===== src/ntsc_pkg.sv =====
// Constants and types for the network time stamp counter
`default_nettype none
package ntsc_pkg;

   // Width of the network time value
   localparam int NTSC_TIME_W = 16;
   // Network time after reset
   localparam logic [15:0] NTSC_TIME_RST = 16'h0000;
   // Prescaler divide counter after reset
   localparam logic [11:0] NTSC_DIV_RST = 12'h000;
   // Smallest prescaler ratio, selected by code 000
   localparam logic [12:0] NTSC_DIV_BASE = 13'h0020;
   // Trigger source code that latches time on the external trigger
   localparam logic [3:0] NTSC_TRIG_EXT_LATCH = 4'h6;
   // Flag selection code that routes the carry to the flag pin
   localparam logic [3:0] NTSC_FLAG_SEL_CARRY = 4'h2;
   // Master identifier meaning no master configured
   localparam logic [3:0] NTSC_ID_NONE = 4'h0;
   // Allowed difference, either sign, between master and local time
   localparam logic [15:0] NTSC_LOCK_WIN = 16'h0002;
   // Consecutive in-window master values needed to lock
   localparam logic [1:0] NTSC_LOCK_COUNT = 2'h3;
   // Carry style code that selects the clock form
   localparam logic NTSC_STYLE_CLOCK = 1'b1;

   // Configuration received from the network
   typedef struct packed {
      logic [3:0] master_node_id;            // Clock master node number
      logic [3:0] own_node_id;               // This node's number
      logic [2:0] time_prescale_select;      // Prescaler ratio code
      logic [3:0] carry_bit_select;          // Time bit driving the carry
      logic carry_output_style;              // 0 pulse, 1 clock
      logic [3:0] flag_output_select;        // Flag pin function
      logic [3:0] transmit_trigger_select;   // Transmit trigger source
      logic page_size_select;                // 1 = 64-byte pages, 0 = 128-byte
   } ntsc_cfg_type;

   // Time field of a received packet
   typedef struct packed {
      logic valid;                           // One-cycle packet strobe
      logic [3:0] src_id;                    // Sending node
      logic [15:0] time_val;                 // Last two bytes of the packet
   } ntsc_rx_type;

   // Carry output sequencer
   typedef enum logic [1:0] {
      NTSC_CARRY_HOLD = 2'b01,
      NTSC_CARRY_RUN = 2'b10
   } ntsc_carry_state_type;

endpackage : ntsc_pkg
`default_nettype wire


===== src/ntsc_top.sv =====
// Network time counter with sync, lock detection, stamps and carry output
// Notes on behaviour
// RL1 - Keep 16-bit time, carried in last bytes
// RL2 - Master time syncs; others give receive stamp
// RL3 - Default transmit stamp is current time
// RL4 - Trigger code 6h sends externally latched time
// RL5 - Master id 1-15, or 1-7 with large pages
// RL6 - Sync needs config, then a master packet
// RL7 - Prescaler codes select ratios 32 to 4096
// RL8 - All synchronised nodes share one resolution
// RL9 - Realign on every master packet, any destination
// RL10 - Pin and status bit show lock state
// RL11 - Carry select picks time bit 0-15
// RL12 - Carry on flag pin; pulse or clock style
// RL13 - Carry pin high until start condition
// RL14 - Own or zero master: start on setup
// RL15 - Other master: start on its first packet
// RL16 - Exactly one clock master per network
// RL17 - Lock after three in-window values; else unlock
// RL18 - Sticky unlock bit; default 1; 0 if master
// RL19 - Carry pin low pulse, or toggling clock
// RL20 - Counter increments per tick and wraps
// RL21 - Master packet loads received time
`timescale 1ns/1ns
`default_nettype none
module ntsc_top
(
   input wire logic clk_i,                          // System clock, 100 MHz
   input wire logic rst_n_i,                        // Asynchronous reset, active low
   input wire ntsc_pkg::ntsc_cfg_type cfg_i,        // Network configuration
   input wire logic cfg_ready_i,                    // Master id and prescaler configured
   input wire logic init_setting_i,                 // Initial setting packet received
   input wire ntsc_pkg::ntsc_rx_type rx_i,          // Received packet time field
   input wire logic tx_start_i,                     // Packet transmission begins
   input wire logic ext_trig_i,                     // External trigger pulse
   input wire logic sync_lost_clear_i,              // Clear the sticky unlock bit
   output logic [15:0] network_time_o,              // Local network time
   output logic [15:0] tx_stamp_o,                  // Time for the outgoing packet
   output logic [15:0] rx_stamp_o,                  // Receive stamp from non-master
   output logic rx_stamp_valid_o,                   // Receive stamp updated
   output logic sync_lost_flag_o,                   // Unlock pin, follows state
   output logic sync_lost_status_o,                 // Sticky unlock status bit
   output logic time_carry_out_n_o                  // Carry on the flag pin
);
   import ntsc_pkg::*;

   // Last value of the prescaler divide counter for a select code
   function automatic logic [11:0] div_limit(input logic [2:0] sel);
      logic [12:0] ratio;
      ratio = NTSC_DIV_BASE << sel;
      return 12'(ratio - 13'h0001);
   endfunction : div_limit

   // True when two times differ by no more than the lock window
   function automatic logic in_window(input logic [15:0] a, input logic [15:0] b);
      logic [15:0] diff;
      diff = a - b;
      return (diff <= NTSC_LOCK_WIN) || (diff >= 16'(16'h0000 - NTSC_LOCK_WIN));
   endfunction : in_window

   logic [11:0] div_q, div_d;                       // Prescaler counter
   logic [15:0] time_q, time_d;                     // Network time counter
   logic [1:0] good_q, good_d;                      // Consecutive in-window count
   logic locked_q, locked_d;                        // Locked to master
   logic lost_pin_q, lost_pin_d;                    // Unlock pin register
   logic status_q, status_d;                        // Sticky unlock bit
   logic [15:0] ext_q, ext_d;                       // Time latched at trigger
   logic [15:0] tx_q, tx_d;                         // Transmit stamp
   logic [15:0] rxs_q, rxs_d;                       // Receive stamp
   logic rxv_q, rxv_d;                              // Receive stamp strobe
   ntsc_carry_state_type cst_q, cst_d;              // Carry sequencer state
   logic cbit_q, cbit_d;                            // Selected bit, last cycle
   logic carry_n_q, carry_n_d;                      // Carry pin register
   logic tick;                                      // Prescaled time tick
   logic other_master;                              // Another node is master
   logic from_master;                               // Packet came from master
   logic sync_evt;                                  // Synchronising packet
   logic cbit;                                      // Selected time bit now
   logic [1:0] win_run_q, win_run_d;                // Checker count of good syncs

   // Decode of the sender and the configuration
   always_comb
   begin
      other_master = (cfg_i.master_node_id != cfg_i.own_node_id)
                     && (cfg_i.master_node_id != NTSC_ID_NONE);
      from_master = rx_i.valid && (rx_i.src_id == cfg_i.master_node_id);
      // RL6 sync enable gate
      // RL9 any master packet
      sync_evt = from_master && other_master && cfg_ready_i;
      // RL7 ratio from code
      tick = (div_q == div_limit(cfg_i.time_prescale_select));
      cbit = time_q[cfg_i.carry_bit_select];
   end

   // Next prescaler and time values
   always_comb
   begin
      div_d = div_q + 12'h001;
      time_d = time_q;
      if (sync_evt)
      begin
         // RL21 load master time
         time_d = rx_i.time_val;
         div_d = NTSC_DIV_RST;
      end
      else if (tick)
      begin
         // RL20 count and wrap
         time_d = time_q + 16'h0001;
         div_d = NTSC_DIV_RST;
      end
   end

   // Next lock state, unlock pin and sticky bit
   always_comb
   begin
      good_d = good_q;
      locked_d = locked_q;
      if (sync_evt)
      begin
         // RL17 window and count
         if (in_window(rx_i.time_val, time_q))
         begin
            good_d = (good_q == NTSC_LOCK_COUNT) ? good_q : good_q + 2'h1;
            locked_d = locked_q || (good_d == NTSC_LOCK_COUNT);
         end
         else
         begin
            good_d = 2'h0;
            locked_d = 1'b0;
         end
      end
      // RL10 pin follows lock
      lost_pin_d = other_master && !locked_d;
      // RL18 sticky, set beats clear
      status_d = other_master && (!locked_d || (status_q && !sync_lost_clear_i));
   end

   // Checker count of consecutive in-window master values, saturating
   always_comb
   begin
      win_run_d = !sync_evt ? win_run_q : !in_window(rx_i.time_val, time_q) ? 2'h0
                  : (win_run_q == NTSC_LOCK_COUNT) ? win_run_q : win_run_q + 2'h1;
   end

   // Next transmit and receive stamps
   always_comb
   begin
      ext_d = ext_trig_i ? time_q : ext_q;
      tx_d = tx_q;
      rxs_d = rxs_q;
      rxv_d = 1'b0;
      if (tx_start_i)
      begin
         // RL4 latched trigger time
         // RL3 otherwise send time
         tx_d = (cfg_i.transmit_trigger_select == NTSC_TRIG_EXT_LATCH) ? ext_q : time_q;
      end
      // RL2 non-master gives stamp
      if (rx_i.valid && !(rx_i.src_id == cfg_i.master_node_id))
      begin
         rxs_d = rx_i.time_val;
         rxv_d = 1'b1;
      end
   end

   // Next carry sequencer and pin
   always_comb
   begin
      cst_d = cst_q;
      cbit_d = cbit;
      carry_n_d = 1'b1;
      case (cst_q)
         NTSC_CARRY_HOLD:
         begin
            // RL14 own or no master
            // RL15 other master packet
            if (other_master ? from_master : init_setting_i)
            begin
               cst_d = NTSC_CARRY_RUN;
            end
         end
         NTSC_CARRY_RUN:
         begin
            // RL12 routed to flag pin
            // RL19 clock or low pulse
            // RL11 selected time bit
            if (cfg_i.flag_output_select == NTSC_FLAG_SEL_CARRY)
            begin
               carry_n_d = (cfg_i.carry_output_style == NTSC_STYLE_CLOCK) ? !cbit
                  : !(cbit_q && !cbit);
            end
         end
         default:
         begin
            cst_d = NTSC_CARRY_HOLD;
         end
      endcase
   end

   // State registers
   always_ff @(posedge clk_i or negedge rst_n_i)
   begin
      if (!rst_n_i)
      begin
         div_q <= NTSC_DIV_RST;
         time_q <= NTSC_TIME_RST;
         good_q <= 2'h0;
         locked_q <= 1'b0;
         lost_pin_q <= 1'b1;
         status_q <= 1'b1;
         ext_q <= NTSC_TIME_RST;
         tx_q <= NTSC_TIME_RST;
         rxs_q <= NTSC_TIME_RST;
         rxv_q <= 1'b0;
         cst_q <= NTSC_CARRY_HOLD;
         cbit_q <= 1'b0;
         win_run_q <= 2'h0;
         // RL13 high out of reset
         carry_n_q <= 1'b1;
      end
      else
      begin
         div_q <= div_d;
         time_q <= time_d;
         good_q <= good_d;
         locked_q <= locked_d;
         lost_pin_q <= lost_pin_d;
         status_q <= status_d;
         ext_q <= ext_d;
         tx_q <= tx_d;
         rxs_q <= rxs_d;
         rxv_q <= rxv_d;
         cst_q <= cst_d;
         cbit_q <= cbit_d;
         win_run_q <= win_run_d;
         carry_n_q <= carry_n_d;
      end
   end

   // Outputs straight from registers
   // RL1 time value out
   assign network_time_o = time_q;
   assign tx_stamp_o = tx_q;
   assign rx_stamp_o = rxs_q;
   assign rx_stamp_valid_o = rxv_q;
   assign sync_lost_flag_o = lost_pin_q;
   assign sync_lost_status_o = status_q;
   assign time_carry_out_n_o = carry_n_q;
endmodule : ntsc_top
`default_nettype wire


===== config.mk =====
export PLATFORM = sky130hd
export DESIGN_NAME = ntsc_top
export DESIGN_NICKNAME = d
export VERILOG_FILES = /design/src/ntsc_pkg.sv /design/src/ntsc_top.sv
export SDC_FILE = /design/constraint.sdc
export NUM_CORES = 1
export LEC_CHECK = 0
export BUFFER_PORTS_ARGS = -buffer_cell sky130_fd_sc_hd__buf_2
export CAP_MARGIN = 20
export CORE_ASPECT_RATIO = 1.2
export CORE_UTILIZATION = 55
export DETAILED_ROUTE_END_ITERATION = 7
export HOLD_SLACK_MARGIN = 0.06
export PLACE_DENSITY = 0.89
export SYNTH_ARGS = -nofsm -noshare
export SYNTH_HDL_FRONTEND = slang
export SYNTH_SLANG_ARGS = --single-unit

===== constraint.sdc =====
create_clock -name clk_i -period 3.4 [get_ports clk_i]
set_input_delay 0.34 -clock clk_i [delete_from_list [all_inputs] [get_ports clk_i]]
set_output_delay 0.34 -clock clk_i [all_outputs]
set_load 0.02 [all_outputs]

# Yosys cells after proc, flatten, opt, wreduce, memory -nomap -nowiden
# Cells that the tools add are included.
# Widths: inputs -> output; s select.
dict set report word_totals {
  register_bits 86
  output_inout_bits 52
  input_bits 53
  wordCells 71
}
dict set report classes {
  shift 1
  n_reduce_logical 20
  n_addsub 5
  bitwise 1
  eq_ne 10
  n_mux 18
  n_lt_le_gt_ge 3
}
# operator count
set ops {}
lappend ops {{$mux 16} 3}
lappend ops {{$mux 12} 2}
lappend ops {{$add 16x1->16 const B} 1}
lappend ops {{$ge 16x16->1 const B} 1}
lappend ops {{$le 16x2->1 const B} 1}
lappend ops {{$sub 16x16->16} 1}
lappend ops {{$add 12x1->12 const B} 1}
lappend ops {{$eq 12x12->1} 1}
lappend ops {{$shl 6x3->12 const A} 1}
lappend ops {{$sub 12x1->12 const B} 1}
lappend ops {{$logic_and 1x1->1} 9}
lappend ops {{$mux 1} 8}
lappend ops {{$eq 2x2->1 const B} 3}
lappend ops {{$mux 2} 3}
lappend ops {{$logic_not 1->1} 5}
lappend ops {{$lt 4x5->1 const B} 1}
lappend ops {{$bmux 1 s4} 1}
lappend ops {{$eq 4x2->1 const B} 1}
lappend ops {{$eq 4x3->1 const B} 1}
lappend ops {{$eq 4x4->1} 1}
lappend ops {{$ne 4x4->1} 1}
lappend ops {{$pmux 2 s2} 1}
lappend ops {{$reduce_bool 4->1} 1}
lappend ops {{$logic_or 1x1->1} 3}
lappend ops {{other kinds (6)} 6}

# Logic depth before layout (Yosys ltp)
dict set report depth {
  depth_word 9
  ltp_mapped 12
  depth_no_buf 11
}

# Worst setup path after synthesis
# OpenSTA, ideal clock, no wires.
dict set report synth_timing {
  path_type {flip-flop to flip-flop}
  start {register time_q[0], in the netlist network_time_o[0]}
  end {register status_q, in the netlist sync_lost_status_o}
  t_arrival_ns 2.896
  n_path_buf 0
  setup_slack_ns 0.426
  period_less_slack_ns 2.974
  stages_incl_launch_ff 11
  path_cell_list {dfrtp_1 ha_1 fa_1 nand2b_1 a21oi_1 xor2_1 nand3_1 or4_1 nor4_1 o31ai_1 o21a_1}
}
dict set report synth_between {
  elab_chain_cells 8
  elab_cells_between_ends 9
  cone_classes {add/sub (1); order compare (2); mux (2); reduce/logical (4)}
}
# item line_no
set synth_rtl {}
lappend synth_rtl {{start, declared} ntsc_top.sv:62} ;# logic [15:0] time_q, time_d;
lappend synth_rtl {{start signal, assigned} ntsc_top.sv:225} ;# time_q <= time_d;
lappend synth_rtl {{$sub 16x16->16 *} n/a}
lappend synth_rtl {{$le 16x2->1 or $ge 16x16->1 (tied branches)} n/a}
lappend synth_rtl {{$logic_or 1x1->1 *} n/a}
lappend synth_rtl {{$mux 1 *} ntsc_top.sv:122} ;# if (in_window(rx_i.time_val, time_q))
lappend synth_rtl {{$mux 1 *} ntsc_top.sv:119} ;# if (sync_evt)
lappend synth_rtl {{$logic_not 1->1 *} ntsc_top.sv:136} ;# status_d = other_master && (!locked_d || (status_q && !sync_lost_clear_i));
lappend synth_rtl {{$logic_or 1x1->1 *} ntsc_top.sv:136}
lappend synth_rtl {{$logic_and 1x1->1 *} ntsc_top.sv:136}
lappend synth_rtl {{via status_d} ntsc_top.sv:66} ;# logic status_q, status_d;
lappend synth_rtl {{end signal, assigned} ntsc_top.sv:229} ;# status_q <= status_d;
lappend synth_rtl {{end, declared} ntsc_top.sv:66}
# The timed path passes the listed nets; every way through them passes the cells marked *.
# A chain may end at the register's enable or synchronous reset.

# Final worst setup path
dict set report layout_timing {
  start {register time_q[2], in the netlist network_time_o[2]}
  end {register status_q, in the netlist sync_lost_status_o}
}
# Same word-level chain as after synthesis.

==> results.json <==
{
  "htreeDepth": 3,
  "synth_cell_types": 61,
  "hp-class": "in -> reg",
  "multi_input_area_sq_mm": 0.00287,
  "worstMarginPinSlew_ns": 0.619,
  "dieArea_sq_mm": 0.00984,
  "crit_arrival_ns": 3.50,
  "ys_seq_area_share_pct": 41.5,
  "num-fill-cells": 696,
  "cp_max_fo": 6,
  "synth_top_flop_cell": "dfrtp_1",
  "max_slew_margin_pct": 58.7,
  "antenna_found_initial": 0,
  "track_usage_pct": 27.6,
  "status": "finished clean",
  "end_kind": "flip-flop",
  "drc": 0,
  "p_seq_share_pct": 36.9,
  "dp.cells": 784,
  "syn_nets": 646,
  "die_w_microns": 90.7,
  "regArea_sq_mm": 0.00216,
  "syn_area_sq_mm": 0.00519,
  "p_clk_share_pct": 17.6,
  "endpoint": "sync_lost_status_o$_DFF_PN1_",
  "core_area_sq_mm": 0.00913,
  "synthToLayoutAreaGrowth_pct": 17.3,
  "numClockSinks": 86,
  "syn-mean-instance-area_sq_um": 9.05,
  "path_class": "reg -> reg",
  "r2r_slack_ns": 0.19,
  "gp_congestion": 0.876,
  "max_cap_violations": 0,
  "io_pins": 105,
  "drive_above_1_share_pct": 23.9,
  "synth-edff-count": 0,
  "min_period_ns": 3.21,
  "finalClockSkew_ns": 0.0107,
  "grt_pass1_wl_microns": 21500,
  "die_h_microns": 108,
  "p_leak_uw": 0.00283,
  "hold_depth": 3,
  "clk_latency_ns": 0.36,
  "hpwlAfterDp_microns": 9770,
  "post-route-period-util_pct": 94.3,
  "finalSetupViolations": 0,
  "fmax_mhz": 312,
  "drtPass1Iterations": 5,
  "first_iter_violations": 318,
  "yosys_warnings": 0,
  "r2r.worst_path.cells": 10,
  "cp.required_ns": 3.69,
  "p_sw_share_pct": 41.4,
  "fin_setup_tns_ns": 0,
  "peakVddDrop_v": 0.000331,
  "numCtsBuffers": 9,
  "p_switching_uw": 1840,
  "grt_start_max_net_pins": 87,
  "hold_slack_ns": 0.210,
  "power_density_mw_per_mm2": 729,
  "internal-power_uw": 2600,
  "wire_per_inst_microns": 16.4,
  "hold_viol_final": 0,
  "combPwrFrac_pct": 45.4,
  "num_vias": 4724,
  "reg2reg_from": "network_time_o[2]$_DFFE_PN0P_",
  "async_flop_share_pct": 100,
  "cts_setup_buffers": 0,
  "initial_utilization_pct": 56.9,
  "viasPerCell": 5.89,
  "clockBufferDepth": 2,
  "crit_start": "network_time_o[2]$_DFFE_PN0P_",
  "clkTransAtPathRegs_ns": 0.08,
  "postSynthCellCount": 574,
  "cts_tree": "done",
  "portBuffers": 103,
  "rsz0062_at_grt": "no",
  "grt_overflow": 0,
  "nNetsFinal": 749,
  "final-instance-count-excl-fill": 802,
  "cts-root-buf": "clkbuf_8",
  "ys_ff_latch": 86,
  "diodes": 0,
  "slew_viol_final": 0,
  "wirelength_microns": 13100,
  "grt_pass1_vias": 4510,
  "num_rows": 38,
  "startpoint_type": "flip-flop",
  "ant_nets": 0,
  "reg2reg_to": "sync_lost_status_o$_DFF_PN1_"
}
[state kept, by name, summed over array words and instances, names as in the netlist, 2 cells and up]
name	cells
cst_q	2
div_q	12
ext_q	16
good_q	2
network_time_o	16
rx_stamp_o	16
tx_stamp_o	16
[through the flow]
step	cell area, sq um	util (%)	setup WS [ns]	total power (uW)
2_1_floorplan	5190	-	0.426	3010
3_3_place_gp	5840	64.0	0.334	3520
3_5_place_dp	5840	64.0	0.193	3620
4_1_cts	6060	66.3	0.232	4420
5_1_grt	6090	66.7	0.00561	4730
6_report	6090	66.7	0.195	4440
[layout by cell type (no fill, tap or decap), drive strengths merged, types with 19 or more instances in the layout]
cell type and instances:
nand3 21, a21oi 59, o21ai 19, nand2 60
xnor2 28, buf 110, dfrtp 82, nor2 78
inv 27
[layer usage]
layer | share of wire, % | vias up | track usage (%)
met5 | 0 | - | 0
met2 | 52 | 180 | 48.1
li1 | - | 2214 | -
met1 | 41 | 2301 | 33.5
met4 | 2.3 | 0 | 11.9
met3 | 5.1 | 29 | 5.06
[critical path, stage by stage (launching register included)]
cell,delay (ns)
dfrtp_1,0.47
inv_1,0.19
ha_1,0.39
nor2b_1,0.16
o2111ai_1,0.30
nand3b_1,0.14
xnor2_1,0.17
or4_1,0.52
nor4_1,0.42
o31ai_1,0.16
o21a_1,0.22
[power by group through the flow]
| stage | Combinational, uW | Sequential [uW] | Clock, uW |
|---|---|---|---|
| final | 2020 | 1640 | 783 |
| after floorplan | 1240 | 1770 | 0 |
| after global routing | 2210 | 1680 | 837 |
| after detailed placement | 1970 | 1650 | 0 |
| after global placement | 1910 | 1610 | 0 |
| after CTS | 1990 | 1630 | 791 |
[cells by family (layout without fill, tap and decap cells)]
group / count (synthesis) / in the layout / synth area share [%]
adder cells (fa/ha/maj): 19 / 19 / 4.72
AO/OA/AOI/OAI: 119 / 119 / 14.3
multiplexers: 26 / 26 / 6.62
XOR/XNOR: 46 / 46 / 7.76
buffers and inverters: 46 / 154 / 3.54
flip-flops: 86 / 86 / 41.5
AND/OR/NAND/NOR: 232 / 232 / 21.6
[what timing repair did]
action / 4_1_cts / 5_1_grt
hold endpoints to repair: 0 / 11
resized for setup: 0 / 0
hold buffers: 0 / 1
[synth_stat cells, types with 8 or more instances]
cell type  instances  area (sq um)
o21ai_0           18          90.1
and3_1             8          50.1
dfrtp_1           82          2050
nand3_1           21           105
mux2_2            17           191
inv_1             27           101
a21oi_1           59           295
xnor2_1           28           245
xor2_1            18           158
ha_1              18           225
nor2_1            78           293
clkbuf_1          14          52.6
nand2_1           60           225
nor3_1            12          60.1
nand2b_1          10          62.6
[worst min-delay path by stage]
stage | to | slack (ns) | start
CTS | cbit_q$_DFF_PN0_ | 0.19 | rst_n_i
global route | time_carry_out_n_o$_DFF_PN1_ | 0.21 | cfg_i[8]
floorplan | cbit_q$_DFF_PN0_ | 0.04 | rst_n_i
finish | time_carry_out_n_o$_DFF_PN1_ | 0.21 | cfg_i[5]
global placement | rx_stamp_o[4]$_DFFE_PN0P_ | 0.45 | rx_stamp_o[4]$_DFFE_PN0P_
detailed placement | rx_stamp_o[4]$_DFFE_PN0P_ | 0.46 | rx_stamp_o[4]$_DFFE_PN0P_
[final cells by class]
class	count	share of cell area, %
clock buffer	13	2.44
clock inverter	3	1.11
inverter	27	1.66
multi-input combinational	442	47.1
sequential	86	35.4
tap	120	2.46
timing repair buffer	111	9.86
No activity file was read; power rests on OpenSTA's default activity.
